File: src/cell_pkg.sv
// shared constants and types for the pulse steered binary cell
package cell_pkg;

    // system clock and the fastest trigger rate the gates settle at
    localparam int CLK_KHZ = 40000;
    localparam int MAX_RATE_KHZ = 150;
    // least spacing between trigger edges, rounded up to whole cycles
    localparam int MIN_GAP_CYC = (CLK_KHZ + MAX_RATE_KHZ - 1) / MAX_RATE_KHZ;
    localparam int GAP_W = 9;
    localparam logic [GAP_W-1:0] GAP_LIMIT = GAP_W'(MIN_GAP_CYC - 1);

    // wiring choices of the cell
    typedef enum logic [2:0] {
        toggle_mode,
        force_pair_mode,
        steered_pair_mode,
        toggle_force_mode,
        steered_all_mode
    } cell_mode_e;
    localparam logic [2:0] MODE_MAX = 3'h4;
    localparam cell_mode_e MODE_RESET = toggle_mode;

    // pulse pins, index into the synchronised rise vector
    localparam int N_PINS = 5;
    localparam int PIN_TOGGLE = 0;
    localparam int PIN_J = 1;
    localparam int PIN_K = 2;
    localparam int PIN_SET = 3;
    localparam int PIN_CLR = 4;

    // steering gates: main pair takes toggle or j/k, aux pair set/clear
    localparam int N_GATES = 4;
    localparam int GATE_SET_MAIN = 0;
    localparam int GATE_SET_AUX = 1;
    localparam int GATE_CLR_MAIN = 2;
    localparam int GATE_CLR_AUX = 3;

    // register map, byte addresses on the bus
    localparam int ADDR_W = 8;
    localparam logic [ADDR_W-1:0] CTRL_ADDR = 8'h00;
    localparam logic [ADDR_W-1:0] STATUS_ADDR = 8'h04;
    localparam logic [ADDR_W-1:0] FLIPS_ADDR = 8'h08;

    // field positions
    localparam int CTRL_MODE_LSB = 0;
    localparam int STAT_VAL = 0;
    localparam int STAT_VAL_N = 1;
    localparam int STAT_PRIMED_LSB = 2;
    localparam int STAT_OVERRUN = 6;

    // bus encodings
    localparam int HTRANS_ACTIVE_BIT = 1;
    localparam logic HRESP_OKAY = 1'h0;

endpackage

File: src/rise_sync.sv
// two-flop synchroniser with rising edge detection per pin
`timescale 1ns/1ps
module rise_sync #(
    parameter int WIDTH = 5
) (
    input wire logic clock_in,
    input wire logic sys_rst_in,
    input wire logic [WIDTH-1:0] pins_in,
    output logic [WIDTH-1:0] rise_out,
    output logic [WIDTH-1:0] level_out
);

    typedef struct packed {
        logic [WIDTH-1:0] meta;
        logic [WIDTH-1:0] sync;
        logic [WIDTH-1:0] prev;
        logic [WIDTH-1:0] rise;
    } sync_state_s;

    sync_state_s state_reg;
    sync_state_s state_next;

    // elaboration check on the width
    if (WIDTH < 1) begin : g_bad_width
        $error("rise_sync: WIDTH must be at least 1");
    end

    // meta feeds only sync; edges come from sync against prev
    // falling edges never reach rise
    always_comb begin
        state_next = state_reg;
        state_next.meta = pins_in;
        state_next.sync = state_reg.meta;
        state_next.prev = state_reg.sync;
        state_next.rise = state_reg.sync & ~state_reg.prev;
    end

    // stages reset high so a pin already high at release is no edge
    always_ff @(posedge clock_in) begin
        if (sys_rst_in) begin
            state_reg.meta <= '1;
            state_reg.sync <= '1;
            state_reg.prev <= '1;
            state_reg.rise <= '0;
        end else begin
            state_reg <= state_next;
        end
    end

    assign rise_out = state_reg.rise;
    assign level_out = state_reg.sync;
endmodule

File: src/pulse_steered_binary_cell.sv
// one-bit pulse steered binary cell with ahb-lite registers
//
// Local design decisions: register access over AHB-Lite and the address map.
`timescale 1ns/1ps
module pulse_steered_binary_cell #(
    parameter int FLIP_W = 16
) (
    input wire logic clock_in,
    input wire logic sys_rst_in,
    input wire logic pulse_toggle_in,
    input wire logic pulse_j_in,
    input wire logic pulse_k_in,
    input wire logic pulse_set_in,
    input wire logic pulse_clr_in,
    output logic cell_out,
    output logic cell_n_out,
    input wire logic hsel_in,
    input wire logic [31:0] haddr_in,
    input wire logic [1:0] htrans_in,
    input wire logic hwrite_in,
    input wire logic [2:0] hsize_in,
    input wire logic [31:0] hwdata_in,
    input wire logic hready_in,
    output logic hreadyout_out,
    output logic hresp_out,
    output logic [31:0] hrdata_out
);

    // elaboration check: counter must fit a bus word
    if (FLIP_W < 1 || FLIP_W > 32) begin : g_bad_flip_w
        $error("pulse_steered_binary_cell: FLIP_W must be 1 to 32");
    end

    typedef struct packed {
        cell_pkg::cell_mode_e mode;
        logic val;
        logic val_n;
        logic [FLIP_W-1:0] flips;
        logic [cell_pkg::GAP_W-1:0] gap;
        logic overrun;
        logic wr_pend;
        logic [cell_pkg::ADDR_W-1:0] wr_addr;
        logic [31:0] rdata;
    } cell_state_s;

    cell_state_s state_reg;
    cell_state_s state_next;

    logic [cell_pkg::N_PINS-1:0] pins;
    logic [cell_pkg::N_PINS-1:0] rise;
    logic [cell_pkg::N_GATES-1:0] primed_now;
    logic trig_set_main;
    logic trig_clr_main;
    logic set_hit;
    logic clr_hit;
    logic addr_take;

    // which steering gates the current wiring primes for a given state
    function automatic logic [cell_pkg::N_GATES-1:0] primed_gates(
        input cell_pkg::cell_mode_e mode,
        input logic val
    );
        logic [cell_pkg::N_GATES-1:0] g;
        g = '0;
        case (mode)
            cell_pkg::toggle_mode: begin
                g[cell_pkg::GATE_SET_MAIN] = ~val;
                g[cell_pkg::GATE_CLR_MAIN] = val;
                g[cell_pkg::GATE_SET_AUX] = 1'b0;
                g[cell_pkg::GATE_CLR_AUX] = 1'b0;
            end
            cell_pkg::force_pair_mode: begin
                g[cell_pkg::GATE_SET_AUX] = 1'b1;
                g[cell_pkg::GATE_CLR_AUX] = 1'b1;
            end
            cell_pkg::steered_pair_mode: begin
                g[cell_pkg::GATE_SET_MAIN] = ~val;
                g[cell_pkg::GATE_CLR_MAIN] = val;
            end
            cell_pkg::toggle_force_mode: begin
                g[cell_pkg::GATE_SET_MAIN] = ~val;
                g[cell_pkg::GATE_CLR_MAIN] = val;
                g[cell_pkg::GATE_SET_AUX] = 1'b1;
                g[cell_pkg::GATE_CLR_AUX] = 1'b1;
            end
            cell_pkg::steered_all_mode: begin
                g[cell_pkg::GATE_SET_MAIN] = ~val;
                g[cell_pkg::GATE_CLR_MAIN] = val;
                g[cell_pkg::GATE_SET_AUX] = ~val;
                g[cell_pkg::GATE_CLR_AUX] = val;
            end
            default: begin
                g = '0;
            end
        endcase
        return g;
    endfunction

    // mode codes beyond the last wiring are refused
    function automatic logic mode_ok(input logic [2:0] code);
        return code <= cell_pkg::MODE_MAX;
    endfunction

    // gather pins in index order for the synchroniser
    always_comb begin
        pins = '0;
        pins[cell_pkg::PIN_TOGGLE] = pulse_toggle_in;
        pins[cell_pkg::PIN_J] = pulse_j_in;
        pins[cell_pkg::PIN_K] = pulse_k_in;
        pins[cell_pkg::PIN_SET] = pulse_set_in;
        pins[cell_pkg::PIN_CLR] = pulse_clr_in;
    end

    rise_sync #(
        .WIDTH(cell_pkg::N_PINS)
    ) u_rise_sync (
        .clock_in(clock_in),
        .sys_rst_in(sys_rst_in),
        .pins_in(pins),
        .rise_out(rise),
        .level_out()
    );

    // main gates share the toggle line, as the t wiring ties them
    // toggle drives both main gates
    assign trig_set_main = rise[cell_pkg::PIN_TOGGLE] | rise[cell_pkg::PIN_J];
    assign trig_clr_main = rise[cell_pkg::PIN_TOGGLE] | rise[cell_pkg::PIN_K];
    assign primed_now = primed_gates(state_reg.mode, state_reg.val);

    // pulse acts via primed gate on on-side
    // set side acts only while zero
    assign set_hit = ~state_reg.val &
        ((primed_now[cell_pkg::GATE_SET_MAIN] & trig_set_main) |
         (primed_now[cell_pkg::GATE_SET_AUX] & rise[cell_pkg::PIN_SET]));
    // clear side acts only while one
    assign clr_hit = state_reg.val &
        ((primed_now[cell_pkg::GATE_CLR_MAIN] & trig_clr_main) |
         (primed_now[cell_pkg::GATE_CLR_AUX] & rise[cell_pkg::PIN_CLR]));

    // address phase is taken only on an active transfer with ready high
    assign addr_take = hsel_in & htrans_in[cell_pkg::HTRANS_ACTIVE_BIT] & hready_in;

    // next state: bus writes first so hardware events override clears
    always_comb begin
        state_next = state_reg;
        state_next.wr_pend = addr_take & hwrite_in;
        state_next.wr_addr = haddr_in[cell_pkg::ADDR_W-1:0];
        // data phase of a write lands here
        if (state_reg.wr_pend) begin
            case (state_reg.wr_addr)
                cell_pkg::CTRL_ADDR: begin
                    if (mode_ok(hwdata_in[cell_pkg::CTRL_MODE_LSB +: 3])) begin
                        state_next.mode = cell_pkg::cell_mode_e'(hwdata_in[cell_pkg::CTRL_MODE_LSB +: 3]);
                    end
                end
                cell_pkg::STATUS_ADDR: begin
                    if (hwdata_in[cell_pkg::STAT_OVERRUN]) begin
                        state_next.overrun = 1'b0;
                    end
                end
                cell_pkg::FLIPS_ADDR: begin
                    state_next.flips = '0;
                end
                default: begin
                    state_next.flips = state_next.flips;
                end
            endcase
        end
        // stored bit follows one cycle later
        // set and clear cannot both hit: state picks one
        if (set_hit) begin
            state_next.val = 1'b1;
        end else if (clr_hit) begin
            state_next.val = 1'b0;
        end
        // complement kept in its own flop
        state_next.val_n = ~state_next.val;
        // flip count wins over a clear in the same cycle
        if (set_hit | clr_hit) begin
            state_next.flips = state_next.flips + FLIP_W'(1);
        end
        // edges closer than the gate settle time are flagged
        if (|rise) begin
            state_next.gap = '0;
            if (state_reg.gap < cell_pkg::GAP_LIMIT) begin
                state_next.overrun = 1'b1;
            end
        end else if (state_reg.gap != cell_pkg::GAP_LIMIT) begin
            state_next.gap = state_reg.gap + cell_pkg::GAP_W'(1);
        end
        // read data is prepared in the address phase; unmapped reads zero
        if (addr_take & ~hwrite_in) begin
            state_next.rdata = '0;
            case (haddr_in[cell_pkg::ADDR_W-1:0])
                cell_pkg::CTRL_ADDR: begin
                    state_next.rdata[cell_pkg::CTRL_MODE_LSB +: 3] = state_reg.mode;
                end
                cell_pkg::STATUS_ADDR: begin
                    state_next.rdata[cell_pkg::STAT_VAL] = state_reg.val;
                    state_next.rdata[cell_pkg::STAT_VAL_N] = state_reg.val_n;
                    state_next.rdata[cell_pkg::STAT_PRIMED_LSB +: cell_pkg::N_GATES] = primed_now;
                    state_next.rdata[cell_pkg::STAT_OVERRUN] = state_reg.overrun;
                end
                cell_pkg::FLIPS_ADDR: begin
                    state_next.rdata[FLIP_W-1:0] = state_reg.flips;
                end
                default: begin
                    state_next.rdata = '0;
                end
            endcase
        end
    end

    always_ff @(posedge clock_in) begin
        if (sys_rst_in) begin
            state_reg.mode <= cell_pkg::MODE_RESET;
            state_reg.val <= 1'b0;
            state_reg.val_n <= 1'b1;
            state_reg.flips <= '0;
            state_reg.gap <= cell_pkg::GAP_LIMIT;
            state_reg.overrun <= 1'b0;
            state_reg.wr_pend <= 1'b0;
            state_reg.wr_addr <= '0;
            state_reg.rdata <= '0;
        end else begin
            state_reg <= state_next;
        end
    end

    // zero wait states, always okay: the slave never stalls
    assign hreadyout_out = 1'b1;
    assign hresp_out = cell_pkg::HRESP_OKAY;
    assign hrdata_out = state_reg.rdata;
    assign cell_out = state_reg.val;
    assign cell_n_out = state_reg.val_n;

    logic [cell_pkg::N_PINS-1:0] other_set;
    assign other_set = rise & ~(cell_pkg::N_PINS'(1) << cell_pkg::PIN_SET);
endmodule

File: config.mk
export PLATFORM = sky130hd
export DESIGN_NAME = pulse_steered_binary_cell
export DESIGN_NICKNAME = d
export VERILOG_FILES = /design/src/cell_pkg.sv /design/src/rise_sync.sv /design/src/pulse_steered_binary_cell.sv
export SDC_FILE = /design/constraint.sdc
export NUM_CORES = 1
export LEC_CHECK = 0
export BUFFER_PORTS_ARGS = -buffer_cell sky130_fd_sc_hd__buf_4
export CORE_MARGIN = 1
export CORE_UTILIZATION = 47
export CTS_BUF_LIST = sky130_fd_sc_hd__clkbuf_4
export DETAILED_ROUTE_END_ITERATION = 10
export PLACE_DENSITY_LB_ADDON = 0.25
export RECOVER_POWER = 50
export SYNTH_ARGS = -nofsm -noshare
export SYNTH_HDL_FRONTEND = slang
export SYNTH_SLANG_ARGS = --single-unit
File: constraint.sdc
create_clock -name clock_in -period 1.75 [get_ports clock_in]
set_input_delay 0.35 -clock clock_in [delete_from_list [all_inputs] [get_ports clock_in]]
set_output_delay 0.35 -clock clock_in [all_outputs]
set_load 0.05 [all_outputs]
== Word-level counts from Yosys, hierarchy flattened ==
Index checks and enable logic that the tools add are counted.
Cells by class
  divide/modulo/power cells: 0
  magnitude comparators: 2
  shifts and indexed selects: 0
  bitwise gates (word level): 20
  eq/ne operators: 9
  add/sub/neg operators: 2
  multiply operators: 0
  reductions and logical operators: 9
  mux-type cells: 19
Operator list (number)
  16-bit 2-to-1 mux: 3
  9-bit 2-to-1 mux: 3
  16-bit by 1-bit adder with 16-bit output, second input constant: 1
  8-bit by 3-bit equality test with 1-bit output, second input constant: 2
  8-bit by 4-bit equality test with 1-bit output, second input constant: 2
  8-bit logical NOT: 2
  1-bit bitwise AND: 10
  9-bit by 1-bit adder with 9-bit output, second input constant: 1
  9-bit < comparator, second input constant: 1
  1-bit 2-to-1 mux: 9
  9-bit inequality test, second input constant: 1
  3-bit one-hot mux with 3 select lines: 1
  4-bit one-hot mux with 2 select lines: 1
  3-bit by 2-bit equality test with 1-bit output, second input constant: 2
  6-bit OR reduction: 1
  5-bit bitwise AND: 1
  5-bit inverter: 1
  1-bit OR: 5
  5-bit OR reduction: 1
  1-bit one-hot mux with 2 select lines: 2
  4-bit OR reduction: 1
  3-bit by 1-bit equality test with 1-bit output, second input constant: 1
  3-bit equality test, second input constant: 1
  3-bit less-or-equal comparator, second input constant: 1
  5 further kinds: 7
Storage, ports and cells
  input port bits: 79
  output and inout bits: 36
  register bits: 76
  bits in writable memories: 0
  memories kept: 0
  memory bits (read-only): 0
  latch bits: 0

== Depth between registers and ports, before layout ==
  depth after elaboration: 9
  gate-level depth with buffers: 8
  gate-level depth less buffers: 8

== Cells and area by module ==
From an unflattened synthesis, not the netlist that was laid out.
Second synthesis, totals
  cell total of the unflattened synthesis: 379
  area, all modules: 3424.5 sq um
Modules (own cells, without submodules)
  pulse_steered_binary_cell: times used 1, cells each 327, area each 2770.2 sq um, seq. area each 1121.1 sq um
  rise_sync: times used 1, cells each 52, area each 654.4 sq um, seq. area each 400.4 sq um

== Worst setup path after synthesis ==
No wires, ideal clock.
  kind: register to register
  start point: register state_reg (netlist bit cell_out)
  end point: register state_reg[65] in the netlist's numbering
  library setup time: 0.059 ns
  data arrival time: 2.109 ns
  stages on the path, launching flop included: 8
  path slack: -0.419 ns
  data required time: 1.691 ns
  cells stage by stage: dfxtp_1 -> buf_4 -> and4bb_2 -> o21ai_2 -> a32o_2 -> buf_6 -> or4_1 -> nand2_1
Between the ends
  longest elaborated chain between the ends: 7
RTL lines
  start: declaration: line pulse_steered_binary_cell.sv:46  | cell_state_s state_reg;
  start signal: assignment: line pulse_steered_binary_cell.sv:226  | state_reg <= state_next;
  1-bit inverter
  1-bit one-hot mux with 2 select lines / 1-bit 2-to-1 mux (equally long branches)
  1-bit bitwise AND, on equally long branches: line pulse_steered_binary_cell.sv:134, pulse_steered_binary_cell.sv:133
  1-bit OR: line pulse_steered_binary_cell.sv:133  | ((primed_now[cell_pkg::GATE_SET_MAIN] & trig_set_main) |
  1-bit bitwise AND: line pulse_steered_binary_cell.sv:132  | assign set_hit = ~state_reg.val &
  1-bit OR (*): line pulse_steered_binary_cell.sv:179  | if (set_hit | clr_hit) begin
  16-bit 2-to-1 mux (*): line pulse_steered_binary_cell.sv:179
Mark *: on every way between the ends. The rest lies on a longest branch, timed or not.
A chain may end at the register's enable or synchronous reset.

== Worst setup path after layout ==
  start point: register state_reg[70] in the netlist's numbering
  end point: register state_reg[56] in the netlist's numbering
Between the ends
  longest elaborated chain between the ends: 8
RTL lines
  3-bit by 2-bit equality test with 1-bit output (tied with other cells): line pulse_steered_binary_cell.sv:65  | case (mode)
  2-bit OR reduction (no source line) / 4-bit OR reduction (equally long branches)
  1-bit one-hot mux with 2 select lines (tied with other cells): line pulse_steered_binary_cell.sv:65
  1-bit bitwise AND, on equally long branches
  1-bit OR, on equally long branches: line pulse_steered_binary_cell.sv:133, pulse_steered_binary_cell.sv:137
  1-bit bitwise AND, on equally long branches: line pulse_steered_binary_cell.sv:132, pulse_steered_binary_cell.sv:136
  1-bit OR (*): line pulse_steered_binary_cell.sv:179
  16-bit 2-to-1 mux (*): line pulse_steered_binary_cell.sv:179
Marked as above.

==> impl_metrics.json <==
{
  "setup_violations": 11,
  "fin_crit_sh": 1.067,
  "synth_flop_cell": "dfxtp_1",
  "fin_area_um2": 4088,
  "drc_errors": 0,
  "yosys.area.top_type": "dfxtp_1",
  "worstSetupPathType": "reg -> reg",
  "viasPerCell": 5.133,
  "dieHeight_um": 85.91,
  "fmax_mhz": 535.5,
  "synth_seq_cells": 76,
  "slew_violations": 0,
  "place_congestion": 0.7551,
  "io_pins": 115,
  "dieWidth_um": 85.91,
  "nets": 511,
  "initial_core_util": 0.4871,
  "root_buffer": "clkbuf_4",
  "r2r_start": "state_reg[70]$_SDFFE_PP0P_",
  "dieArea_um2": 7381,
  "end_kind": "flip-flop",
  "yosys-top-cells-area": "dfxtp_1 46%, buf_4 7.9%, nand2_1 4.1%",
  "grt_remaining_overflow": 0,
  "synth_cells": 362,
  "vdd_drop_max_uv": 525.7,
  "cp-start-kind": "flip-flop",
  "hold_buffers": 0,
  "slew_headroom": 0.3436,
  "first_global_vias": 2496,
  "dp_cells": 502,
  "dp_hpwl_mm": 4.585,
  "clock-sinks": 76,
  "utilization": 0.6017,
  "syn_to_final_growth_pct": 23.52,
  "clk_pin_slew_ns": 0.11,
  "antenna_cells": 0,
  "pwr_density_cell_nw_per_um2": 778.8,
  "place_area_um2": 3772,
  "synth_edf_count": 0,
  "yosysSeqAreaShare": 0.4597,
  "fin_cells": 528,
  "io_buffers": 40,
  "hold_violations": 0,
  "cts_buffer_depth": 2,
  "first_pass_iters": 4,
  "critPathMaxFanout": 7,
  "wl_per_cell_um": 13.14,
  "arrival_ns": 2.20,
  "maxCapViolCount": 0,
  "layout_common_cells": "73 x buf_4, 66 x dfxtp_1, 32 x nand2_1, 23 x nor2_1, 18 x conb_1",
  "htreeDepth": 3,
  "critPathRequiredTime_ns": 2.08,
  "synth_top_area_frac": 0.4597,
  "worst_slew_pin_slew_ns": 0.9846,
  "grt_pass1_wl_mm": 11.33,
  "netlist_area_um2": 3309,
  "fin_skew_ns": 0.02303,
  "drt_iter0_markers": 179,
  "post-route-min-period_ns": 1.867,
  "num_rows": 30,
  "largest_reg_flops": 38,
  "ys_types": 52,
  "whs_ns": 0.1221,
  "layout_commonest_cell": "buf_4",
  "p_leak_nw": 1.628,
  "clk_latency_ns": 0.41,
  "cts_tree": "done",
  "violations": "setup timing",
  "routed_wl_mm": 6.937,
  "rsz0062_at_grt": "yes",
  "status": "finished, violations left",
  "antenna_found_initial": 0,
  "yosys_warnings": 0,
  "hp-class": "in -> reg",
  "synthArstFlopShare": 0,
  "postLayoutSetupSlackWorst_ns": -0.1173,
  "grt_max_degree": 54,
  "avgSynthCellArea_um2": 9.142,
  "fp.coreArea_um2": 6794,
  "min-delay-start": "pulse_clr_in",
  "antenna_left": 0,
  "drive_gt1_frac": 0.3426,
  "cp-startpoint": "state_reg[70]$_SDFFE_PP0P_",
  "vias": 2710,
  "grt_util_all_layers": 0.1971,
  "cts_buffers": 9
}
-- stage by stage --
stage               worst slack (ns)  TNS (ns)  total power, W
finish                       -0.1173   -0.4658        0.003183
global route                 -0.1694    -1.326        0.003332
CTS                         -0.09509   -0.3579        0.003203
detailed placement           -0.2303    -3.621        0.002320
global placement             -0.1744    -3.340        0.002307
floorplan                   -0.05238   -0.4720        0.002228
-- synthesized netlist by cell type, drive strengths merged, types with 2 or more instances --
cell,instances
a21o,2
a21oi,17
a22oi,9
a31oi,5
a32oi,2
and2,8
and3,3
and4bb,2
buf,39
clkbuf,10
conb,2
dfxtp,76
ha,3
inv,6
mux2,3
mux2i,4
nand2,36
nand3,12
nand4,5
nand4b,3
nor2,23
nor2b,9
nor3,2
nor3b,6
nor4,4
nor4b,2
o211ai,2
o21ai,12
o31ai,8
or2,16
or3,4
or4,9
xnor2,5
xor2,3
-- report_power, final --
group / total, W / switching [W] / internal (W)
logic: 0.000473 / 0.000282 / 0.000190
clock network: 0.000870 / 0.000567 / 0.000303
registers: 0.00184 / 0.0000494 / 0.00179
-- critical path: stages (launching register included) --
cell	delay, ns
dfxtp_4	0.40
mux2i_4	0.30
o21ai_4	0.12
a32o_4	0.36
or4_1	0.47
a21oi_1	0.15
-- logic make-up (layout without fill, tap and decap cells) --
group,after synthesis,count (layout),synth area share
flops,76,76,0.4597
mux,7,7,0.02344
fa+ha+maj,3,3,0.01134
other cells,2,18,0.002269
simple gates,150,150,0.2548
compound gates,61,63,0.1198
xor+xnor,8,8,0.02117
buf+inv,55,107,0.1074
-- routing by layer --
metal	up-vias	share of wire	global-route usage
met4	0	0.018	0.08788
met1	1288	0.48	0.2529
met5	-	0	0
met2	57	0.47	0.3211
met3	10	0.034	0.03946
li1	1355	-	-
-- timing repair --
action / in CTS / in global routing
gates cloned: 2 / 0
endpoints found under the setup margin: 18 / 15
gates resized for setup: 25 / 14
setup buffers: 8 / 2
pin swaps: 15 / 12
-- path summary, 6_finish.rpt --
path	cells after the start	to	slack, ns
worst min register to register	1	u_rise_sync.rise_out[1]$_SDFF_PP0_	0.39
worst max register to register	5	state_reg[56]$_SDFF_PP0_	-0.12
worst min-delay path	2	u_rise_sync.state_next[14]$_SDFF_PP1_	0.12
worst max-delay path	5	state_reg[56]$_SDFF_PP0_	-0.12
-- cell type report --
type	instances	area (um2)
clock buffers	11	82.58
clock inverters	3	16.27
fillers	609	2706
inverters	6	22.52
multi-input cells	249	1670
flip-flops and latches	76	1539
well taps	96	120.1
repair buffers	87	636.9
Note: power is estimated with default switching activity, not from simulation.
